[src/common/phy_ext_pkg.sv]
// package for the extended status and bypass management registers
// assumes a 16-bit management register space addressed by 5-bit register numbers
package phy_ext_pkg;

  // register numbers
  localparam logic [4:0] ADDR_RSVD_FIRST = 5'h0B;
  localparam logic [4:0] ADDR_RSVD_LAST = 5'h0E;
  localparam logic [4:0] ADDR_GIG_CAP = 5'h0F;
  localparam logic [4:0] ADDR_FAST_STAT = 5'h10;
  localparam logic [4:0] ADDR_GIG_STAT = 5'h11;
  localparam logic [4:0] ADDR_BYPASS = 5'h12;

  // capability word: 1000BASE-X fdx/hdx = 0, 1000BASE-T fdx/hdx = 1, rest 0
  localparam logic [15:0] GIG_CAP_VALUE = 16'h3000;

  // status extension field positions
  localparam int LIVE_LOCK_BIT = 15;
  localparam int LOCK_ERR_BIT = 14;
  localparam int DISC_BIT = 13;
  localparam int LINK_BIT = 12;
  localparam int RX_ERR_BIT = 11;
  localparam int TX_ERR_BIT = 10;
  localparam int SSD_ERR_BIT = 9;
  localparam int ESD_ERR_BIT = 8;
  localparam int CEXT_ERR_BIT = 7;
  localparam int LEGACY_BIT = 6;
  localparam int XOVER_ERR_BIT = 5;

  // bypass control field positions
  localparam int BYP_TX_DISABLE = 15;
  localparam int BYP_TEST_CLK = 8;
  localparam int BYP_LEGACY_FORCE = 7;
  localparam int BYP_LEGACY_DIS = 6;
  localparam int BYP_PAIR_SWAP_DIS = 5;
  localparam int BYP_POL_DIS = 4;
  localparam int BYP_PAR_DET = 3;
  localparam int BYP_AUTO_NP_DIS = 1;
  localparam int BYP_AUX_CLK_EN = 0;

  // writable bits and reset value of bypass control (bit 0 comes from the strap)
  localparam logic [15:0] BYPASS_WRITE_MASK = 16'h81FB;
  localparam logic [15:0] BYPASS_RESET = 16'h0048;

  typedef enum logic [3:0] {
    PH_STRAP_WAIT1 = 4'b0001,
    PH_STRAP_WAIT2 = 4'b0010,
    PH_STRAP_LOAD = 4'b0100,
    PH_RUN = 4'b1000
  } phase_type;

  typedef struct packed {
    logic rd;
    logic wr;
    logic [4:0] addr;
    logic [15:0] wdata;
  } mgmt_req_type;

  typedef struct packed {
    logic lock;
    logic link;
    logic lock_err;
    logic disc;
    logic rx_err;
    logic tx_err;
    logic ssd_err;
    logic esd_err;
  } fast_status_type;

  typedef struct packed {
    logic lock;
    logic link;
    logic lock_err;
    logic disc;
    logic rx_err;
    logic tx_err;
    logic ssd_err;
    logic esd_err;
    logic cext_err;
    logic xover_err;
    logic legacy_seen;
  } gig_status_type;

  typedef struct packed {
    phase_type phase;
    logic strap_meta;
    logic strap_sync;
    logic [15:0] bypass;
    logic [5:0] fast_flags;
    logic [6:0] gig_flags;
    logic legacy;
    logic np_host;
    logic [15:0] rdata;
    logic rvalid;
  } regs_type;

endpackage

[src/rtl/phy_status_ext_and_bypass_regs.sv]
// extended status and bypass control management registers, 0x0F to 0x12
// assumes status inputs come from logic on sys_clk; only the strap is a pin
//
// Behaviour
// (RL1) Registers 0x0B to 0x0E are reserved with no function; they read zero.
// (RL2) Register 15 bits 15 and 14 read 0: no 1000BASE-X capability.
// (RL3) Register 15 bits 13 and 12 read 1; bits 11:0 read zero.
// (RL4) Register 16 bit 15 live descrambler lock, bit 12 live link; reset 0.
// (RL5) Register 16 latches 100BASE-TX error events in bits 14,13,11:8; clear on read.
// (RL6) Register 17 bit 15 live descrambler lock, bit 12 live link; reset 0.
// (RL7) Register 17 latches 1000BASE-T error events in bits 14,13,11:8; clear on read.
// (RL8) Register 17 bit 7 latches carrier extension error, clear on read.
// (RL9) Register 17 bit 5 crossover error, bit 6 legacy partner; read-only, reset 0.
// (RL10) Register 18 bit 15 disables the transmitter; resets 0.
// (RL11) Register 18 bit 7 forces legacy partner detection; resets 0.
// (RL12) Register 18 bit 6 disables legacy partner detection; resets 1.
// (RL13) Register 18 bit 5 disables automatic pair swap correction; resets 0.
// (RL14) Register 18 bit 4 disables polarity correction on all subchannels; resets 0.
// (RL15) Register 18 bit 3 set honours advertised ability in parallel detect; resets 1.
// (RL16) Register 18 bit 1 disables automatic next page exchange; resets 0.
// (RL17) Register 18 bit 0 enables the clock output; reset from configuration strap.
// (RL18) With next pages disabled, stop after base page and hand control to host.
// (RL19) Host then sends next pages, resolves abilities and forces configuration.
// (RL20) Reserved fields read zero and ignore writes.
`timescale 1ns/100ps

module phy_status_ext_and_bypass_regs
  import phy_ext_pkg::*;
(
  input wire logic sys_clk,
  input wire logic reset_n,
  input wire logic hardware_config_mode,
  input wire mgmt_req_type mgmt_req,
  output logic [15:0] mgmt_rdata,
  output logic mgmt_rvalid,
  input wire fast_status_type fast_status,
  input wire gig_status_type gig_status,
  input wire logic base_page_done,
  output logic transmit_disable,
  output logic tx_test_clock_enable,
  output logic pair_swap_disable,
  output logic polarity_correction_disable,
  output logic parallel_detect_honour,
  output logic auto_next_page_disable,
  output logic auxiliary_clock_output,
  output logic legacy_partner_detected,
  output logic next_page_host_control
);

  regs_type state_reg;
  regs_type state_next;

  // shared layout of both status extension words
  function automatic logic [15:0] status_word(
    input logic lock,
    input logic link,
    input logic [5:0] flags
  );
    logic [15:0] w;
    w = 16'h0000;
    w[LIVE_LOCK_BIT] = lock;
    w[LINK_BIT] = link;
    w[LOCK_ERR_BIT] = flags[5];
    w[DISC_BIT] = flags[4];
    w[RX_ERR_BIT] = flags[3];
    w[TX_ERR_BIT] = flags[2];
    w[SSD_ERR_BIT] = flags[1];
    w[ESD_ERR_BIT] = flags[0];
    return w;
  endfunction

  logic rd_fast;
  logic rd_gig;
  logic [5:0] fast_events;
  logic [6:0] gig_events;
  logic [15:0] gig_word;

  // read strobes that clear the latched flags
  assign rd_fast = mgmt_req.rd && (mgmt_req.addr == ADDR_FAST_STAT);
  assign rd_gig = mgmt_req.rd && (mgmt_req.addr == ADDR_GIG_STAT);
  assign fast_events = {fast_status.lock_err, fast_status.disc, fast_status.rx_err,
                        fast_status.tx_err, fast_status.ssd_err, fast_status.esd_err};
  assign gig_events = {gig_status.lock_err, gig_status.disc, gig_status.rx_err,
                       gig_status.tx_err, gig_status.ssd_err, gig_status.esd_err,
                       gig_status.cext_err};

  // gigabit word: shared layout plus the extra low fields
  always_comb begin
    gig_word = status_word(gig_status.lock, gig_status.link, state_reg.gig_flags[6:1]); // RL6
    gig_word[CEXT_ERR_BIT] = state_reg.gig_flags[0]; // RL8
    gig_word[LEGACY_BIT] = state_reg.legacy; // RL9
    gig_word[XOVER_ERR_BIT] = gig_status.xover_err; // RL9
  end

  // next state of the whole register bank
  always_comb begin
    state_next = state_reg;
    state_next.rvalid = mgmt_req.rd;
    state_next.strap_meta = hardware_config_mode;
    state_next.strap_sync = state_reg.strap_meta;

    // strap is caught only once the synchroniser has filled after release
    case (state_reg.phase)
      PH_STRAP_WAIT1: begin
        state_next.phase = PH_STRAP_WAIT2;
      end
      PH_STRAP_WAIT2: begin
        state_next.phase = PH_STRAP_LOAD;
      end
      PH_STRAP_LOAD: begin
        state_next.phase = PH_RUN;
        state_next.bypass[BYP_AUX_CLK_EN] = state_reg.strap_sync; // RL17
      end
      PH_RUN: begin
        state_next.phase = PH_RUN;
      end
      default: begin
        state_next.phase = PH_RUN;
      end
    endcase

    // only the documented bits take writes, reserved bits stay zero
    if (mgmt_req.wr && (mgmt_req.addr == ADDR_BYPASS)) begin
      state_next.bypass = mgmt_req.wdata & BYPASS_WRITE_MASK; // RL10 RL20
    end

    // set wins over clear-on-read, so no event is lost
    state_next.fast_flags = (state_reg.fast_flags & ~{6{rd_fast}}) | fast_events; // RL5
    state_next.gig_flags = (state_reg.gig_flags & ~{7{rd_gig}}) | gig_events; // RL7 RL8

    // force beats disable; disable masks the raw detector
    state_next.legacy = state_reg.bypass[BYP_LEGACY_FORCE] // RL11
      | (gig_status.legacy_seen & ~state_reg.bypass[BYP_LEGACY_DIS]); // RL12

    // hand-off after base page when the host runs the next pages
    if (!state_reg.bypass[BYP_AUTO_NP_DIS]) begin
      state_next.np_host = 1'b0;
    end else if (base_page_done) begin
      state_next.np_host = 1'b1; // RL18
    end

    // read answer, registered one cycle after the strobe
    state_next.rdata = 16'h0000; // RL1 RL20
    if (mgmt_req.rd) begin
      case (mgmt_req.addr)
        ADDR_GIG_CAP: state_next.rdata = GIG_CAP_VALUE; // RL2 RL3
        ADDR_FAST_STAT: begin
          state_next.rdata = status_word(fast_status.lock, fast_status.link,
                                         state_reg.fast_flags); // RL4 RL5
        end
        ADDR_GIG_STAT: state_next.rdata = gig_word; // RL7
        ADDR_BYPASS: state_next.rdata = state_reg.bypass;
        default: state_next.rdata = 16'h0000; // RL1
      endcase
    end
  end

  // single register for all state; reset is synchronous
  always_ff @(posedge sys_clk) begin
    if (!reset_n) begin
      state_reg.phase <= PH_STRAP_WAIT1;
      state_reg.strap_meta <= 1'b0;
      state_reg.strap_sync <= 1'b0;
      state_reg.bypass <= BYPASS_RESET; // RL12 RL15
      state_reg.fast_flags <= 6'h00;
      state_reg.gig_flags <= 7'h00;
      state_reg.legacy <= 1'b0;
      state_reg.np_host <= 1'b0;
      state_reg.rdata <= 16'h0000;
      state_reg.rvalid <= 1'b0;
    end else begin
      state_reg <= state_next;
    end
  end

  // control outputs straight from the bypass register; legacy view, hand-off flag and read port from their own registers
  assign transmit_disable = state_reg.bypass[BYP_TX_DISABLE]; // RL10
  assign tx_test_clock_enable = state_reg.bypass[BYP_TEST_CLK];
  assign pair_swap_disable = state_reg.bypass[BYP_PAIR_SWAP_DIS]; // RL13
  assign polarity_correction_disable = state_reg.bypass[BYP_POL_DIS]; // RL14
  assign parallel_detect_honour = state_reg.bypass[BYP_PAR_DET]; // RL15
  assign auto_next_page_disable = state_reg.bypass[BYP_AUTO_NP_DIS]; // RL16
  assign auxiliary_clock_output = state_reg.bypass[BYP_AUX_CLK_EN]; // RL17
  assign legacy_partner_detected = state_reg.legacy;
  assign next_page_host_control = state_reg.np_host;
  assign mgmt_rdata = state_reg.rdata;
  assign mgmt_rvalid = state_reg.rvalid;
endmodule

[config.mk]
export PLATFORM = sky130hd
export DESIGN_NAME = phy_status_ext_and_bypass_regs
export DESIGN_NICKNAME = d
export VERILOG_FILES = /design/src/common/phy_ext_pkg.sv /design/src/rtl/phy_status_ext_and_bypass_regs.sv
export SDC_FILE = /design/constraint.sdc
export NUM_CORES = 1
export LEC_CHECK = 0
export BUFFER_PORTS_ARGS = -buffer_cell sky130_fd_sc_hd__clkbuf_2
export CORE_ASPECT_RATIO = 1.75
export CORE_UTILIZATION = 37
export DETAILED_ROUTE_END_ITERATION = 8
export HOLD_SLACK_MARGIN = 0.02
export SYNTH_ARGS = -nofsm -noshare
export SYNTH_HDL_FRONTEND = slang
export SYNTH_SLANG_ARGS = --single-unit
[constraint.sdc]
create_clock -name sys_clk -period 4.5 [get_ports sys_clk]
set_input_delay 1.125 -clock sys_clk [delete_from_list [all_inputs] [get_ports sys_clk]]
set_output_delay 1.125 -clock sys_clk [all_outputs]
set_load 0.005 [all_outputs]
# Word-level counts from Yosys, hierarchy flattened
# Cells that the tools add are included.
# totals
memories,0
input_bits,46
mem_bits_rw,0
register_bits,47
latchBits,0
rom_bits,0
word_cells,37
output_inout_bits,26
# classes
mux,4
div,0
order_cmp,0
add_sub_neg,0
bitwise,9
shift,0
eq_ne,7
multipliers,0
reduce_logical,6
# op_table
operator,count
case mux 16 bit (4 select lines),1
equality test 5 bit (second input constant),3
case mux 4 bit (2 select lines),1
AND 7 bit,1
inverter 7 bit,1
OR 7 bit,1
AND 6 bit,1
inverter 6 bit,1
OR 6 bit,1
equality test 5 x 4 -> 1 bit (second input constant),1
equality test 4 x 1 -> 1 bit (second input constant),1
equality test 4 x 2 -> 1 bit (second input constant),1
equality test 4 x 3 -> 1 bit (second input constant),1
AND reduction 2 bit,2
logical AND 1 bit,3
2-to-1 mux 1 bit,2
nonzero test 2 bit,1
AND 1 bit,1
inverter 1 bit,1
OR 1 bit,1

# Depth between registers and ports, before layout
# Gate-level depths: netlist of run 1.
# logic_depth
depth_word,5
depth_mapped,5
ltp_nobuf,3

# Worst setup path before layout of run 1
# No wires, ideal clock.
# synth_path
kind,input-to-reg
from,input mgmt_req[18] (netlist name)
to,register state_reg (netlist bit auxiliary_clock_output)
cell_stages,5
setup_time_ns,0.122
required_ns,4.378
slack_ns,2.201
arrival_ns,2.177
path_cell_list,buf_4 > or4b_1 > buf_6 > o31ai_2 > a21oi_1
# synth_via
elab_chain_cells,3
elab_cells_between_ends,4
classes_between,eq/ne: 1; mux: 1; reduce/logical: 2
# synth_lines
item,line,source
"start, declared",phy_status_ext_and_bypass_regs.sv:33,"input wire mgmt_req_type mgmt_req,"
equality test 5 bit (*),phy_status_ext_and_bypass_regs.sv:123,if (mgmt_req.wr && (mgmt_req.addr == ADDR_BYPASS)) begin
logical AND 1 bit (*),phy_status_ext_and_bypass_regs.sv:123,
2-to-1 mux 1 bit / nonzero test 2 bit (equally long branches),n/a,
"end signal, assigned",phy_status_ext_and_bypass_regs.sv:172,state_reg <= state_next;
"end, declared",phy_status_ext_and_bypass_regs.sv:50,regs_type state_reg;
# Every way passes the cells marked *; elsewhere a longest branch is shown, timed or not.
# A chain may end at the register's enable or synchronous reset.

# Worst setup path in the final report of run 1
# layout_path
from,input mgmt_req[17] (netlist name)
to,register state_reg (netlist bit mgmt_rdata[11])
# layout_via
elab_chain_cells,2
elab_cells_between_ends,5
classes_between,eq/ne: 4; mux: 1
# layout_lines
item,line,source
equality test 5 bit / equality test 5 x 4 -> 1 bit (equally long branches),phy_status_ext_and_bypass_regs.sv:145,case (mgmt_req.addr)
case mux 16 bit (4 select lines) (*),phy_status_ext_and_bypass_regs.sv:145,
# Marks and branches as above.

==> impl_metrics.env, run 1 <==
export IMPL_path_cells="clkbuf_2 -> nor4b_4 -> nand3_1 -> a211oi_1"
export IMPL_post_synth_most_frequent_cells="dfxtp_1, nand3_1, buf_4, a21oi_1, o21ai_0"
export IMPL_share_of_final_layout_standard_cells_stronger_than_drive_strength_1_pct=33.1
export IMPL_slew_headroom_pct=37.5
export IMPL_pin_count=72
export IMPL_detail_route_wl_per_cell_um=13.6
export IMPL_worst_r2r_startpoint="state_reg[51]"
export IMPL_synth_cell_area_um2=1940
export IMPL_vias=1578
export IMPL_n_antenna_cell=0
export IMPL_dpl_cell_area_um2=2130
export IMPL_antenna_found_initial=0
export IMPL_clockRootBuffer="clkbuf_8"
export IMPL_worstSetupPathDepth=4
export IMPL_flow_area_growth_from_synthesis_pct=14.4
export IMPL_synth_edf_count=0
export IMPL_synth_seq_cells=46
export IMPL_detailedPlace_worstSlack_ps=1750
export IMPL_timing_hold_worst_start="state_next[48]"
export IMPL_timing_hold_ws_ps=433
export IMPL_arrival_ps=2640
export IMPL_min_path_cells=1
export IMPL_cp_end_kind="flip-flop"
export IMPL_worstMarginPinSlew_ps=935
export IMPL_setup_reg_to_reg_worst_slack_ps=3320
export IMPL_net_count_final=293
export IMPL_grt_first_pass_wirelength_um=6820
export IMPL_track_usage_pct=16.1
export IMPL_grt_setup_unrepaired="false"
export IMPL_final_max_slew_violation_count=0
export IMPL_yosys_area_top_type_share_pct=47.4
export IMPL_max_freq_mhz=410
export IMPL_pin_count_of_the_biggest_net_entering_global_routing=23
export IMPL_place_gp_congestion=0.756
export IMPL_route_antenna_remaining_nets=0
export IMPL_place_inst=294
export IMPL_yosys_cell_types_count=36
export IMPL_final_period_minus_worst_setup_slack_ps=2440
export IMPL_setup_worst_path_class="in2reg"
export IMPL_wl_um=4090
export IMPL_numClockSinks=46
export IMPL_timing_final_hold_violations=0
export IMPL_setup_viol=0
export IMPL_postSynth_topFlopCell="dfxtp_1"
export IMPL_sequential_element_share_of_the_synthesized_area_pct=47.4
export IMPL_avgViaCountPerCell=5.23
export IMPL_crit_path_top_delay_cell="nor4b_4"
export IMPL_chipHeight_um=97.9
export IMPL_most_instantiated_library_cell_after_synthesis="dfxtp_1"
export IMPL_layout_worst_path_cycle_share_pct=54.2
export IMPL_dieArea_um2=5560
export IMPL_drt_iter0_markers=71
export IMPL_globalRouteOverflowTotal=0
export IMPL_number_of_buffers_inserted_to_repair_setup_after_cts=0
export IMPL_timing_critical_path_max_delay_family="simple AND/OR/NAND/NOR gates"
export IMPL_drtPass1Iterations=6
export IMPL_rr_endpoint="auxiliary_clock_output"
export IMPL_path_max_fanout=18
export IMPL_first_global_vias=1466
export IMPL_synth_top_cell_by_area="dfxtp_1"
export IMPL_clk_latency_ps=300
export IMPL_min_path_type="reg2reg"
export IMPL_finalInstanceArea_um2=2220
export IMPL_hold_fix_buffers_at_cts=0
export IMPL_r2r_cells=3
export IMPL_power_static_leakage_nw=0.926
export IMPL_number_of_fillers_in_the_final_layout=510
export IMPL_mappedNetlistNets=251
export IMPL_core_area_um2=5020
export IMPL_largest_register_ff_count=15
export IMPL_x_dimension_of_the_die_um=56.8
export IMPL_cts_buffers_inserted=5
export IMPL_clk_pin_slew_ps=90
export IMPL_post_synth_inst_count=205
export IMPL_number_of_buffers_between_clock_root_and_the_deepest_sink=2
export IMPL_crit_path_start_kind="input pin"
export IMPL_worstPathBufferInverterCount=1
export IMPL_outcome="complete, but fails checks"
export IMPL_initial_core_util_pct=38.7
export IMPL_crit_required_ps=4700
export IMPL_vdd_drop_max_v=0.000167
export IMPL_hold_end="state_reg[48]"
export IMPL_number_of_rows_in_the_core_area=34
export IMPL_clock_skew_final_ps=6.38
export IMPL_synth_yosys_warnings=0
export IMPL_syn_area_per_cell_um2=9.48
export IMPL_cts_repair_resize_count=0
export IMPL_postLayoutSetupSlackWorst_ps=2060
export IMPL_cts_max_level=2
export IMPL_tritoncts_clock_tree="built"
export IMPL_power_density_nw_per_um2=336
export IMPL_layoutNonFillerInstCount=302
export IMPL_drc=10
export IMPL_place_port_buffers=63
export IMPL_max_stage_delay_ps=870
export IMPL_netlist_top_cells_area="dfxtp_1, buf_4, nand3_1"
export IMPL_violations_in_the_final_reports="design-rule violations"
export IMPL_drv_max_cap_violation_count=0
export IMPL_detailed_place_hpwl_um=3110
export IMPL_synth_async_sr_flop_share_pct=0
export IMPL_final_setup_tns_ps=0
==> stage by stage <==
stage,util (%),total power [mW]
finish,44.3,0.747
global route,44.3,0.780
floorplan,-,0.477
detailed placement,42.5,0.504
CTS,44.3,0.756
global placement,42.5,0.503
==> per-layer routing <==
layer / track usage (%) / routed length (µm) / vias to the layer above
li1: - / - / 798
met1: 18.3 / 1610 / 718
met2: 27.6 / 2160 / 53
met3: 3.31 / 198 / 9
met4: 9.19 / 129 / 0
met5: 0 / 0 / -
==> final cells by class <==
type | count | area, µm² | area share [%]
inverter | 4 | 15.0 | 0.676
sequential | 46 | 921 | 41.4
clock inverter | 3 | 21.3 | 0.957
tap | 54 | 67.6 | 3.04
clock buffer | 5 | 68.8 | 3.10
timing repair buffer | 63 | 315 | 14.2
multi-input combinational | 127 | 813 | 36.6
==> worst max-delay path by stage <==
stage / startpoint / to / slack, ps
3_5_place_dp: mgmt_req[17] / mgmt_rdata[11] / 1750
5_1_grt: mgmt_req[17] / mgmt_rdata[9] / 1910
3_3_place_gp: mgmt_req[17] / mgmt_rdata[7] / 1720
4_1_cts: mgmt_req[17] / mgmt_rdata[11] / 2050
2_1_floorplan: mgmt_req[18] / auxiliary_clock_output / 2200
6_report: mgmt_req[17] / mgmt_rdata[11] / 2060
==> cell families (layout without fill, tap and decap cells) <==
family                    after synthesis  after routing  share of synthesized area (%)
muxes                                   5              5                           2.83
xor gates and xnor gates                1              1                          0.451
DFF                                    46             46                           47.4
other                                   1              1                          0.193
and+or+nand+nor                        63             63                           19.5
buffers and inverters                  32             75                           10.8
AOI/OAI and AO/OA                      57             57                           18.9
==> power breakdown <==
part           switching, mW  internal (mW)  leakage (nW)
sequential           0.00719          0.420         0.377
clock                  0.143          0.109        0.0441
combinational         0.0377         0.0294         0.505
total                  0.188          0.558         0.926
==> layout by cell type (no fill, tap or decap), types with 8 or more instances in the layout <==
cell type,synthesis,final
a21oi_1,16,16
dfxtp_1,46,46
o21ai_0,14,14
nand3_1,24,24
a211oi_1,8,8
nand2_1,8,8
nor2_1,10,10
clkbuf_2,0,63
Note: power is estimated with default switching activity, not from simulation.
==> run 2, diff against run 1 <==
clock period = 2.3 ns   (was 4.5 ns; I/O delays follow)
==> run 2 against run 1 <==
Effect of this change:
- via count shrank 1.3%
- critical endpoint unchanged
- total power grew 130%
- the flow still finishes with violations (design-rule violations)
- final area grew 4.4%
- utilization grew 1.9 points
- sequential share of layout area shrank 1.7 points
- critical path type unchanged
- clock-buffer cell count grew 1
==> impl_metrics.env, run 2 (synthesis gave the netlist of run 1 again) <==
export IMPL_largest_register_ff_count=15
export IMPL_avgViaCountPerCell=5.06
export IMPL_clockRootBuffer="clkbuf_8"
export IMPL_detailedPlace_worstSlack_ps=331
export IMPL_net_count_final=299
export IMPL_timing_hold_ws_ps=435
export IMPL_slew_headroom_pct=38.8
export IMPL_rr_endpoint="auxiliary_clock_output"
export IMPL_path_max_fanout=11
export IMPL_number_of_rows_in_the_core_area=34
export IMPL_worstMarginPinSlew_ps=914
export IMPL_postLayoutSetupSlackWorst_ps=608
export IMPL_detail_route_wl_per_cell_um=13.6
export IMPL_timing_hold_worst_start="state_next[48]"
export IMPL_crit_path_start_kind="input pin"
export IMPL_layout_worst_path_cycle_share_pct=73.6
export IMPL_setup_worst_path_class="in2reg"
export IMPL_cts_max_level=2
export IMPL_cp_end_kind="flip-flop"
export IMPL_final_max_slew_violation_count=0
export IMPL_vias=1558
export IMPL_final_period_minus_worst_setup_slack_ps=1690
export IMPL_power_density_nw_per_um2=733
export IMPL_pin_count_of_the_biggest_net_entering_global_routing=22
export IMPL_x_dimension_of_the_die_um=56.8
export IMPL_final_setup_tns_ps=0
export IMPL_hold_end="state_reg[48]"
export IMPL_r2r_cells=3
export IMPL_share_of_final_layout_standard_cells_stronger_than_drive_strength_1_pct=34.6
export IMPL_clk_latency_ps=300
export IMPL_flow_area_growth_from_synthesis_pct=19.4
export IMPL_violations_in_the_final_reports="design-rule violations"
export IMPL_cts_repair_resize_count=0
export IMPL_number_of_buffers_inserted_to_repair_setup_after_cts=0
export IMPL_outcome="complete, but fails checks"
export IMPL_layoutNonFillerInstCount=308
export IMPL_first_global_vias=1475
export IMPL_finalInstanceArea_um2=2320
export IMPL_chipHeight_um=97.9
export IMPL_wl_um=4190
export IMPL_timing_final_hold_violations=0
export IMPL_dieArea_um2=5560
export IMPL_dpl_cell_area_um2=2180
export IMPL_place_port_buffers=63
export IMPL_setup_reg_to_reg_worst_slack_ps=1060
export IMPL_globalRouteOverflowTotal=0
export IMPL_design_power_total_mw=1.70
export IMPL_detailed_place_hpwl_um=3160
export IMPL_drt_iter0_markers=59
export IMPL_worst_r2r_startpoint="state_reg[51]"
export IMPL_grt_setup_unrepaired="false"
export IMPL_min_path_cells=1
export IMPL_layout_common_cells="clkbuf_2, dfxtp_1, nand3_1"
export IMPL_route_antenna_remaining_nets=0
export IMPL_core_area_um2=5020
export IMPL_vdd_drop_max_v=0.000480
export IMPL_worst_setup_path_startpoint="mgmt_req[16]"
export IMPL_pin_count=72
export IMPL_most_common_library_cell_in_the_layout_ignoring_fill_and_taps="clkbuf_2"
export IMPL_grt_first_pass_wirelength_um=6830
export IMPL_drtPass1Iterations=6
export IMPL_power_static_leakage_nw=0.984
export IMPL_min_path_type="reg2reg"
export IMPL_number_of_buffers_between_clock_root_and_the_deepest_sink=2
export IMPL_n_antenna_cell=0
export IMPL_drc=12
export IMPL_tritoncts_clock_tree="built"
export IMPL_clk_pin_slew_ps=90
export IMPL_cts_buffers_inserted=5
export IMPL_setup_viol=0
export IMPL_finish_utilization_pct=46.2
export IMPL_track_usage_pct=16.2
export IMPL_drv_max_cap_violation_count=0
export IMPL_clock_skew_final_ps=5.86
export IMPL_place_gp_congestion=0.807
export IMPL_max_freq_mhz=591
export IMPL_initial_core_util_pct=38.7
export IMPL_numClockSinks=46
export IMPL_crit_required_ps=2430
export IMPL_place_inst=300
export IMPL_hold_fix_buffers_at_cts=0
export IMPL_arrival_ps=1820
export IMPL_antenna_found_initial=0
[run 2: worst max-delay path: stages]
cell	delay [ps]
clkbuf_2	100
buf_4	160
nand4_1	100
a2bb2oi_1	740
a211oi_1	140
[run 2: where the power goes]
| part | switching, mW | internal, mW | total [mW] |
|---|---|---|---|
| Sequential | 0.0135 | 0.821 | 0.834 |
| Clock | 0.265 | 0.463 | 0.728 |
| Combinational | 0.0752 | 0.0626 | 0.138 |
[run 2: layout make-up]
type	instances	area, µm²
fill	492	2700
clock buffer	6	82.6
sequential	46	921
inverter	4	15.0
multi-input combinational	127	813
clock inverter	2	60.1
tap	54	67.6
timing repair buffer	69	360
[run 2: worst max path at each step]
stage                                   endpoint  slack (ps)  cells after the start
after global routing              mgmt_rdata[11]         510                      5
after detailed placement          mgmt_rdata[11]         330                      5
final                             mgmt_rdata[11]         610                      5
after CTS                         mgmt_rdata[11]         640                      5
after floorplan           auxiliary_clock_output         550                      5
after global placement            mgmt_rdata[14]         340                      5
[run 2: per-layer routing]
metal  global-route usage [%]  vias up  part of all wire, %
met5                        0        -                    0
met4                     8.26        0                  2.9
met3                     3.71       10                  5.1
met2                     28.3       47                   53
met1                     17.9      702                   39
li1                         -      799                    -
